[src/rtl/refsw_pkg.sv]
package refsw_pkg;

    // register byte offsets
    localparam logic [5:0]  OFF_CTRL      = 6'h00;
    localparam logic [5:0]  OFF_CRYSTAL_LOAD_TRIM      = 6'h04;
    localparam logic [5:0]  OFF_PLL_ZERO      = 6'h08;
    localparam logic [5:0]  OFF_PLL1      = 6'h0C;
    localparam logic [5:0]  OFF_PLL2      = 6'h10;
    localparam logic [5:0]  OFF_PLL_THREE      = 6'h14;
    localparam logic [5:0]  OFF_STATUS    = 6'h18;
    localparam logic [5:0]  OFF_MULT      = 6'h1C;

    // register file indices (byte offset / 4)
    localparam logic [2:0]  IDX_CTRL      = 3'h0;
    localparam logic [2:0]  IDX_CRYSTAL_LOAD_TRIM      = 3'h1;
    localparam logic [2:0]  IDX_PLL_ZERO      = 3'h2;
    localparam logic [2:0]  IDX_STATUS    = 3'h6;
    localparam logic [2:0]  IDX_MULT      = 3'h7;
    localparam int          NUM_RW        = 6;

    // field positions
    localparam int          CTRL_PSEL     = 0;
    localparam int          CTRL_MODE_LO  = 1;
    localparam int          CTRL_MODE_HI  = 2;
    localparam int          CRYSTAL_LOAD_TRIM_TRIM_LO  = 0;
    localparam int          CRYSTAL_LOAD_TRIM_TRIM_HI  = 4;
    localparam int          CRYSTAL_LOAD_TRIM_DRV_LO   = 8;
    localparam int          CRYSTAL_LOAD_TRIM_DRV_HI   = 9;
    localparam int          PLL_D_LO      = 0;
    localparam int          PLL_D_HI      = 6;
    localparam int          PLL_N_LO      = 8;
    localparam int          PLL_N_HI      = 19;
    localparam int          PLL_A_LO      = 24;
    localparam int          PLL_A_HI      = 27;

    // writable bit masks
    localparam logic [31:0] MASK_CTRL     = 32'h0000_0007;
    localparam logic [31:0] MASK_CRYSTAL_LOAD_TRIM     = 32'h0000_031F;
    localparam logic [31:0] MASK_PLL_ZERO     = 32'h0F0F_FF7F;
    localparam logic [31:0] MASK_PLLX     = 32'h000F_FF7F;

    // reset values
    localparam logic [31:0] RST_CTRL      = 32'h0000_0000;
    localparam logic [31:0] RST_CRYSTAL_LOAD_TRIM      = 32'h0000_0300;
    localparam logic [31:0] RST_PLL       = 32'h0000_0101;
    localparam logic [31:0] RD_UNMAPPED   = 32'h0000_0000;

    // loss detection, load capacitance (units of 0.125 pF) and pll divider constants
    localparam logic [1:0]  LOSS_COUNT    = 2'h2;
    localparam logic [5:0]  LOAD_BASE     = 6'h1C;
    localparam logic [6:0]  PLL_D_OFF     = 7'h00;
    localparam logic [6:0]  PLL_THREE_D_MIN    = 7'h03;
    localparam logic [3:0]  PLL_ZERO_A_ZERO   = 4'h0;

    typedef enum logic [1:0] {
        SW_RUN  = 2'b00,
        SW_PARK = 2'b01,
        SW_SWAP = 2'b11
    } sw_state_t;

endpackage

[src/rtl/reference_clock_switchover.sv]
// Contract
// - pre-divider zero powers down pll zero, one or two
// - pll zero multiplier is 2N+A+1 for A nonzero, else 2N
// - primary-source bit 0 picks crystal input, 1 picks auxiliary input
// - mode field upper bit clear means manual switchover
// - in manual mode the select pin picks primary or secondary
// - manual source change is glitch free on the output
// - switching is asynchronous; raw routing could give narrow pulses
// - auto mode moves to secondary after two secondary cycles without primary
// - auto mode reverts to primary when it resumes
// - auto failover only when crystal input is primary
// - load capacitance is base plus trim times fixed step
module reference_clock_switchover (
    // clock and reset
    input  wire logic        mclk,
    input  wire logic        rst,
    // avalon-mm slave
    input  wire logic [5:0]  address,
    input  wire logic        read,
    input  wire logic        write,
    input  wire logic [31:0] writedata,
    input  wire logic [3:0]  byteenable,
    output logic      [31:0] readdata,
    output logic             waitrequest,
    // reference pins
    input  wire logic        crystalOrRefInput,
    input  wire logic        auxiliaryClockInput,
    input  wire logic        inputSelectPin,
    // to the plls
    output logic             refClkOut,
    output logic             auxSelected,
    output logic             onSecondary,
    output logic             primaryLost,
    output logic      [2:0]  pllPowerDown,
    output logic      [13:0] pll0Mult,
    output logic      [5:0]  loadCapSteps,
    output logic      [1:0]  crystalDriveStrength
);

    function automatic logic [31:0] mergeWrite(input logic [31:0] old, input logic [31:0] wd,
                                               input logic [3:0] be, input logic [31:0] mask);
        logic [31:0] laneMask;
        laneMask = {{8{be[3]}}, {8{be[2]}}, {8{be[1]}}, {8{be[0]}}} & mask;
        return (old & ~laneMask) | (wd & laneMask);
    endfunction

    function automatic logic [13:0] pll0Multiplier(input logic [11:0] n, input logic [3:0] a);
        logic [13:0] twiceN;
        twiceN = {1'b0, n, 1'b0};
        if (a == refsw_pkg::PLL_ZERO_A_ZERO)
            return twiceN;
        return twiceN + {10'h000, a} + 14'h0001;
    endfunction

    // register file
    logic [31:0]              regs_q [refsw_pkg::NUM_RW];
    logic [31:0]              readdata_q;
    logic                     waitrequest_q;

    // reference path
    logic                     in0_q, in0Prev_q, in1_q, in1Prev_q, selPin_q;
    logic [1:0]               lossCnt_q;
    refsw_pkg::sw_state_t     state_q;
    logic                     curInput_q, target_q, refClk_q;
    logic                     onSecondary_q, primaryLost_q;
    logic [2:0]               pllPowerDown_q;
    logic [13:0]              pll0Mult_q;
    logic [5:0]               loadCapSteps_q;
    logic [1:0]               drive_q;

    // bus decode
    wire logic [2:0]  regIdx   = address[4:2];
    wire logic        aligned  = (address[1:0] == 2'b00) && !address[5];
    wire logic        rwHit    = aligned && (int'(regIdx) < refsw_pkg::NUM_RW);
    wire logic        wrAccept = write && !waitrequest_q && rwHit;
    wire logic        rdStart  = read && waitrequest_q;

    // control fields
    wire logic        psel      = regs_q[refsw_pkg::IDX_CTRL][refsw_pkg::CTRL_PSEL];
    wire logic        autoMode  = regs_q[refsw_pkg::IDX_CTRL][refsw_pkg::CTRL_MODE_HI];
    wire logic [31:0] xtalReg   = regs_q[refsw_pkg::IDX_CRYSTAL_LOAD_TRIM];
    wire logic [31:0] pll0Reg   = regs_q[refsw_pkg::IDX_PLL_ZERO];
    wire logic [4:0]  trim      = xtalReg[refsw_pkg::CRYSTAL_LOAD_TRIM_TRIM_HI:refsw_pkg::CRYSTAL_LOAD_TRIM_TRIM_LO];
    wire logic [6:0]  pll0D     = pll0Reg[refsw_pkg::PLL_D_HI:refsw_pkg::PLL_D_LO];
    wire logic [11:0] pll0N     = pll0Reg[refsw_pkg::PLL_N_HI:refsw_pkg::PLL_N_LO];
    wire logic [3:0]  pll0A     = pll0Reg[refsw_pkg::PLL_A_HI:refsw_pkg::PLL_A_LO];
    wire logic [6:0]  pll3D     = regs_q[5][refsw_pkg::PLL_D_HI:refsw_pkg::PLL_D_LO];
    wire logic        pll3Bad   = pll3D < refsw_pkg::PLL_THREE_D_MIN;

    // clock roles: input 0 is crystal/ref, input 1 is auxiliary
    wire logic        primS     = psel ? in1_q : in0_q;
    wire logic        secS      = psel ? in0_q : in1_q;
    wire logic        primRise  = psel ? (in1_q && !in1Prev_q) : (in0_q && !in0Prev_q);
    wire logic        secRise   = psel ? (in0_q && !in0Prev_q) : (in1_q && !in1Prev_q);
    wire logic        primLost  = lossCnt_q == refsw_pkg::LOSS_COUNT;
    // failover only with crystal/ref as primary; other assignment stays put
    wire logic        autoSec   = primLost && !psel;
    wire logic        wantSec   = autoMode ? autoSec : selPin_q;
    wire logic        wantInput = psel ^ wantSec;
    wire logic        curS      = curInput_q ? in1_q : in0_q;
    wire logic        targetS   = target_q ? in1_q : in0_q;
    // gate holds a running high phase to its end, then stays low until the new source is low
    wire logic        gateOpen  = (state_q == refsw_pkg::SW_RUN) ||
                                  (state_q == refsw_pkg::SW_PARK && refClk_q);

    logic [31:0] rdMux;
    always_comb
    begin
        if (!aligned)
            rdMux = refsw_pkg::RD_UNMAPPED;
        else if (regIdx == refsw_pkg::IDX_STATUS)
            rdMux = {25'h000_0000, pll3Bad, pllPowerDown_q, curInput_q, primaryLost_q,
                     onSecondary_q};
        else if (regIdx == refsw_pkg::IDX_MULT)
            rdMux = {10'h000, loadCapSteps_q, 2'b00, pll0Mult_q};
        else
            rdMux = regs_q[regIdx];
    end

    // one wait cycle on every access, then a single-cycle accept
    always_ff @(posedge mclk)
    begin
        if (rst)
        begin
            waitrequest_q <= 1'b1;
            readdata_q    <= refsw_pkg::RD_UNMAPPED;
        end
        else
        begin
            waitrequest_q <= !((read || write) && waitrequest_q);
            if (rdStart)
                readdata_q <= rdMux;
        end
    end

    always_ff @(posedge mclk)
    begin
        if (rst)
        begin
            regs_q[0] <= refsw_pkg::RST_CTRL;
            regs_q[1] <= refsw_pkg::RST_CRYSTAL_LOAD_TRIM;
            for (int i = 2; i < refsw_pkg::NUM_RW; i++)
                regs_q[i] <= refsw_pkg::RST_PLL;
        end
        else if (wrAccept)
        begin
            if (regIdx == refsw_pkg::IDX_CTRL)
                regs_q[regIdx] <= mergeWrite(regs_q[regIdx], writedata, byteenable,
                                             refsw_pkg::MASK_CTRL);
            else if (regIdx == refsw_pkg::IDX_CRYSTAL_LOAD_TRIM)
                regs_q[regIdx] <= mergeWrite(regs_q[regIdx], writedata, byteenable,
                                             refsw_pkg::MASK_CRYSTAL_LOAD_TRIM);
            else if (regIdx == refsw_pkg::IDX_PLL_ZERO)
                regs_q[regIdx] <= mergeWrite(regs_q[regIdx], writedata, byteenable,
                                             refsw_pkg::MASK_PLL_ZERO);
            else
                regs_q[regIdx] <= mergeWrite(regs_q[regIdx], writedata, byteenable,
                                             refsw_pkg::MASK_PLLX);
        end
    end

    // pll settings
    always_ff @(posedge mclk)
    begin
        if (rst)
        begin
            pllPowerDown_q <= 3'h0;
            pll0Mult_q     <= 14'h0000;
            loadCapSteps_q <= refsw_pkg::LOAD_BASE;
            drive_q        <= refsw_pkg::RST_CRYSTAL_LOAD_TRIM[refsw_pkg::CRYSTAL_LOAD_TRIM_DRV_HI:refsw_pkg::CRYSTAL_LOAD_TRIM_DRV_LO];
        end
        else
        begin
            for (int p = 0; p < 3; p++)
                pllPowerDown_q[p] <= regs_q[p + 2][refsw_pkg::PLL_D_HI:refsw_pkg::PLL_D_LO]
                                     == refsw_pkg::PLL_D_OFF;
            pll0Mult_q     <= pll0Multiplier(pll0N, pll0A);
            loadCapSteps_q <= refsw_pkg::LOAD_BASE + {1'b0, trim};
            drive_q        <= xtalReg[refsw_pkg::CRYSTAL_LOAD_TRIM_DRV_HI:refsw_pkg::CRYSTAL_LOAD_TRIM_DRV_LO];
        end
    end

    // pin sampling; references must stay below half of mclk
    always_ff @(posedge mclk)
    begin
        if (rst)
        begin
            in0_q     <= 1'b0;
            in0Prev_q <= 1'b0;
            in1_q     <= 1'b0;
            in1Prev_q <= 1'b0;
            selPin_q  <= 1'b0;
        end
        else
        begin
            in0_q     <= crystalOrRefInput;
            in0Prev_q <= in0_q;
            in1_q     <= auxiliaryClockInput;
            in1Prev_q <= in1_q;
            selPin_q  <= inputSelectPin;
        end
    end

    // loss counter stepped by secondary edges
    always_ff @(posedge mclk)
    begin
        if (rst)
            lossCnt_q <= 2'h0;
        else if (primRise)
            lossCnt_q <= 2'h0;
        else if (secRise && !primLost)
            lossCnt_q <= lossCnt_q + 2'h1;
    end

    // glitch-free source change: raw routing would cut pulses short
    always_ff @(posedge mclk)
    begin
        if (rst)
        begin
            state_q    <= refsw_pkg::SW_RUN;
            curInput_q <= 1'b0;
            target_q   <= 1'b0;
        end
        else
        begin
            case (state_q)
                refsw_pkg::SW_RUN:
                    if (wantInput != curInput_q)
                    begin
                        target_q <= wantInput;
                        state_q  <= refsw_pkg::SW_PARK;
                    end
                refsw_pkg::SW_PARK:
                    if (!curS)
                        state_q <= refsw_pkg::SW_SWAP;
                refsw_pkg::SW_SWAP:
                    if (!targetS)
                    begin
                        curInput_q <= target_q;
                        state_q    <= refsw_pkg::SW_RUN;
                    end
                default:
                    state_q <= refsw_pkg::SW_RUN;
            endcase
        end
    end

    always_ff @(posedge mclk)
    begin
        if (rst)
        begin
            refClk_q      <= 1'b0;
            onSecondary_q <= 1'b0;
            primaryLost_q <= 1'b0;
        end
        else
        begin
            refClk_q      <= gateOpen && curS;
            onSecondary_q <= curInput_q != psel;
            primaryLost_q <= primLost;
        end
    end

    assign readdata             = readdata_q;
    assign waitrequest          = waitrequest_q;
    assign refClkOut            = refClk_q;
    assign auxSelected          = curInput_q;
    assign onSecondary          = onSecondary_q;
    assign primaryLost          = primaryLost_q;
    assign pllPowerDown         = pllPowerDown_q;
    assign pll0Mult             = pll0Mult_q;
    assign loadCapSteps         = loadCapSteps_q;
    assign crystalDriveStrength = drive_q;

    property p_pwrdn;
        @(posedge mclk) disable iff (rst) (pll0D == refsw_pkg::PLL_D_OFF) |=> pllPowerDown_q[0];
    endproperty
    a_pwrdn: assert property (p_pwrdn) else $error("pll zero not powered down");

    property p_mult;
        @(posedge mclk) disable iff (rst)
            (pll0A == refsw_pkg::PLL_ZERO_A_ZERO) |=> (pll0Mult_q == {1'b0, $past(pll0N), 1'b0});
    endproperty
    a_mult: assert property (p_mult) else $error("multiplier wrong for zero fraction");

    property p_manual;
        @(posedge mclk) disable iff (rst)
            (!autoMode && target_q == curInput_q && curInput_q != (psel ^ selPin_q))
            |=> target_q != curInput_q;
    endproperty
    a_manual: assert property (p_manual) else $error("manual selection wrong");

    property p_nofail;
        @(posedge mclk) disable iff (rst)
            (autoMode && psel && primLost && curInput_q && target_q) |=> curInput_q;
    endproperty
    a_nofail: assert property (p_nofail) else $error("failover with aux primary");

    property p_auto;
        @(posedge mclk) disable iff (rst)
            (autoMode && !psel && primLost && !curInput_q && !target_q) |=> target_q;
    endproperty
    a_auto: assert property (p_auto) else $error("automatic mode did not fail over");

    property p_glitch;
        @(posedge mclk) disable iff (rst)
            $rose(refClk_q) |-> ($past(state_q) == refsw_pkg::SW_RUN) && $past(curS);
    endproperty
    a_glitch: assert property (p_glitch) else $error("output rose outside run");

    property p_loss;
        @(posedge mclk) disable iff (rst)
            (secRise && !primRise && lossCnt_q == 2'h1) |=> ##1 primaryLost_q;
    endproperty
    a_loss: assert property (p_loss) else $error("loss not declared at two");

    property p_revert;
        @(posedge mclk) disable iff (rst) primRise |=> (lossCnt_q == 2'h0) ##1 !primaryLost_q;
    endproperty
    a_revert: assert property (p_revert) else $error("loss not cleared by primary");

    property p_load;
        @(posedge mclk) disable iff (rst)
            ##1 (loadCapSteps_q == refsw_pkg::LOAD_BASE + {1'b0, $past(trim)});
    endproperty
    a_load: assert property (p_load) else $error("load capacitance wrong");

    property p_ack;
        @(posedge mclk) disable iff (rst) $fell(waitrequest_q) |-> ##1 waitrequest_q;
    endproperty
    a_ack: assert property (p_ack) else $error("waitrequest low too long");

endmodule

[config.mk]
export PLATFORM = sky130hd
export DESIGN_NAME = reference_clock_switchover
export DESIGN_NICKNAME = d
export VERILOG_FILES = /design/src/rtl/refsw_pkg.sv /design/src/rtl/reference_clock_switchover.sv
export SDC_FILE = /design/constraint.sdc
export NUM_CORES = 1
export LEC_CHECK = 0
export ABC_AREA = 1
export BUFFER_PORTS_ARGS = -buffer_cell sky130_fd_sc_hd__buf_4
export CORE_MARGIN = 2
export CORE_UTILIZATION = 49
export DETAILED_ROUTE_END_ITERATION = 7
export GPL_TIMING_DRIVEN = 0
export PLACE_DENSITY = 0.74
export SKIP_CTS_REPAIR_TIMING = 1
export SYNTH_ARGS = -nofsm -noshare
export SYNTH_HDL_FRONTEND = slang
export SYNTH_SLANG_ARGS = --single-unit
[constraint.sdc]
create_clock -name mclk -period 3 [get_ports mclk]
set_clock_uncertainty 0.1 [all_clocks]
set_input_delay 0.45 -clock mclk [delete_from_list [all_inputs] [get_ports mclk]]
set_output_delay 0.45 -clock mclk [all_outputs]
set_load 0.005 [all_outputs]
==> qor.txt <==
final number of setup-violating endpoints = 0
clock slew at reported path FFs = 60 ps
crit path from = waitrequest$_SDFF_PP1_
H-tree levels = 2
Detail Placement HPWL = 31050 um
fin util = 59.67%
worst flop-to-flop path endpoint = regs_q[2][9]$_SDFFCE_PN0P_
row count = 62
asr flop ratio synth = 0%
GRT Overall Usage = 28.89%
xor and xnor area share after synthesis = 0.3026%
crit path DAT = 2730 ps
hold worst-path end = in1_q$_SDFF_PP0_
CTS Buf Count = 34
Tightest Pin Transition = 981.4 ps
Filler cells = 2412
DR DRC count = 0
max-cap viol count = 0
Leak = 0.007034 uW
area leader, netlist = edfxtp_1
largest family of logic cells by synthesized area = simple AND/OR/NAND/NOR gates
vias in the first global route = 11375
DR pass1 iterations = 6
Initial DRC Count = 1565
initial antenna violation count = 0
reg-to-reg slack, setup = 300 ps
Req. time, crit path = 3030 ps
Crit. End Element = register
Worst-Skew Late Latency = 530 ps
die area = 30920 sq um
Clock Path Buffers = 3
Clock Sinks = 328
number of enable flip-flop cells after synthesis = 256
commonest non-fill, non-tap cells in the layout = nand2_1, edfxtp_1, nor2_1
FF+latch count, synth = 328
Syn-to-layout area delta = 19.01%
nets@finish = 1741
# port buffers = 98
die height = 175.8 um
worst r2r src = waitrequest$_SDFF_PP1_
Cells on Worst Hold Path = 3
CP max FO = 32
Peak VDD IR = 324.6 uV
min-delay src = auxiliaryClockInput
final hold violations = 0
Synth Area in Adders = 0.5707%
Avg Inst Size Synth = 9.744 sq um
Via Count = 11820
RSZ-0062 raised after global routing = false
register area share after synthesis = 63.09%
R2R depth = 6
DR WL/cell = 21.44 um
ranking of synthesized cells by area = edfxtp_1, dfxtp_1, nand2_1
share of cells above drive strength 1 = 14.89%
Die W = 175.8 um
detailed-route vias per instance = 5.639
status = completed
Critical Setup Path Class = reg -> reg
Netlist cell types = 46
Max Slew Vio Count = 0
Yosys top cell area share = 53.13%
CTS tree = yes
n_diodes = 0
clk root buf = clkbuf_16
PnR Total Power = 10360 uW
Routability Congestion = 0.9280
Max-slew headroom = 34.34%
Core Area = 28860 sq um
post-synthesis simple-gate area fraction = 23.54%
DRT Wirelength = 44940 um
Syn Inst Count = 1485
Initial Utilization = 50.14%
compound-gate portion of the synthesized area = 6.399%
worst min-delay path class = in -> reg
I/O Pins = 111
GRT overflow = 0
ys flop type = edfxtp_1
pin count of the biggest net entering global routing = 33
period utilisation layout = 89.91%
PD cells = 601.7 nW/um^2
Tmin final = 2697 ps
Cell Area, Synth = 14470 sq um
most common cell after layout, fill and taps aside = nand2_1
first-pass GRT wire length = 65670 um
Setup crit start kind = register
multiplexer area fraction after synthesis = 0%
Peak Freq = 0.3707 GHz
yosys synthesis warning count = 0
DRT antenna net count = 0
synthesized netlist by cell type, drive strengths merged (2+ instances only):
master    n
a21oi    92
a22oi    15
a31oi     5
buf      49
clkbuf   21
dfxtp    72
edfxtp  256
ha        5
inv     138
nand2   348
nand3    92
nand3b   14
nand4    36
nor2    260
nor3     14
nor4      3
o211ai    3
o21a      3
o21ai    43
o22ai     2
or2       2
xor2      4
worst max-delay path, cell delays in order, from the launching register on:
cell      delay [ps]
dfxtp_1          330
inv_1            100
nand3_4          100
nor2_8           220
nand4_4          220
clkbuf_1         360
nand2_2          830
state kept, by name (all words and copies together), names as in the netlist, 2 cells and up:
register	cells
readdata	32
state_q	2
regs_q	256
loadCapSteps	6
pllPowerDown	3
pll0Mult	14
crystalDriveStrength	2
lossCnt_q	2
worst max path at each step:
stage                                   to  slack [ps]  cells past startpoint
2_1_floorplan   regs_q[0][0]$_SDFFCE_PN0P_         340                      9
6_report        regs_q[2][9]$_SDFFCE_PN0P_         300                      6
3_5_place_dp   regs_q[3][13]$_SDFFCE_PN0P_        -310                      6
3_3_place_gp   regs_q[3][13]$_SDFFCE_PN0P_        -920                      6
4_1_cts        regs_q[3][24]$_SDFFCE_PN0P_         120                      6
5_1_grt         regs_q[3][9]$_SDFFCE_PN0P_         270                      6
kinds of logic after synthesis:
group / Yosys count
other: 1
adder cells (fa/ha/maj): 6
AO/OA/AOI/OAI: 167
flip-flops: 328
AND/OR/NAND/NOR: 770
XOR/XNOR: 5
buffers and inverters: 208
stage by stage:
stage | hold WS (ps) | setup TNS (ps) | setup slack (ps) | cells | cell area, sq um
after global placement | 321.9 | -118770 | -919.5 | 2030 | 15920
after CTS | 27.75 | 0 | 123.3 | 2096 | 17220
after floorplan | 308.6 | 0 | 343.8 | 1548 | 14710
final | 34.87 | 0 | 302.6 | 2096 | 17220
after global routing | 40.52 | 0 | 269.2 | 2096 | 17220
after detailed placement | 338.7 | -9968 | -314.1 | 2034 | 16020
cell type report:
class | count | area [sq um] | share of cell area [%]
Sequential cell | 328 | 9129 | 53.01
Multi-Input combinational cell | 1012 | 4716 | 27.38
Clock buffer | 44 | 1002 | 5.820
Timing Repair Buffer | 102 | 815.8 | 4.737
Inverter | 138 | 520.5 | 3.023
Tap cell | 384 | 480.5 | 2.790
Buffer | 70 | 359.1 | 2.085
Clock inverter | 18 | 197.7 | 1.148
metal layers:
| layer | up-vias | share of wire [%] | GRT usage (%) | routed length [um] |
|---|---|---|---|---|
| met4 | 0 | 6.2 | 16.56 | 2781 |
| met1 | 5506 | 36 | 35.99 | 16000 |
| li1 | 5303 | - | - | - |
| met3 | 189 | 13 | 6.494 | 5729 |
| met5 | - | 0 | 0 | 0 |
| met2 | 822 | 45 | 46.60 | 20430 |
report_power, final:
| group | switching (uW) | internal (uW) | total [uW] |
|---|---|---|---|
| clock | 1770 | 2710 | 4480 |
| combinational | 561 | 220 | 781 |
| sequential | 68.3 | 5030 | 5100 |
| total | 2400 | 7960 | 10400 |
No activity file was read; power rests on OpenSTA's default activity.
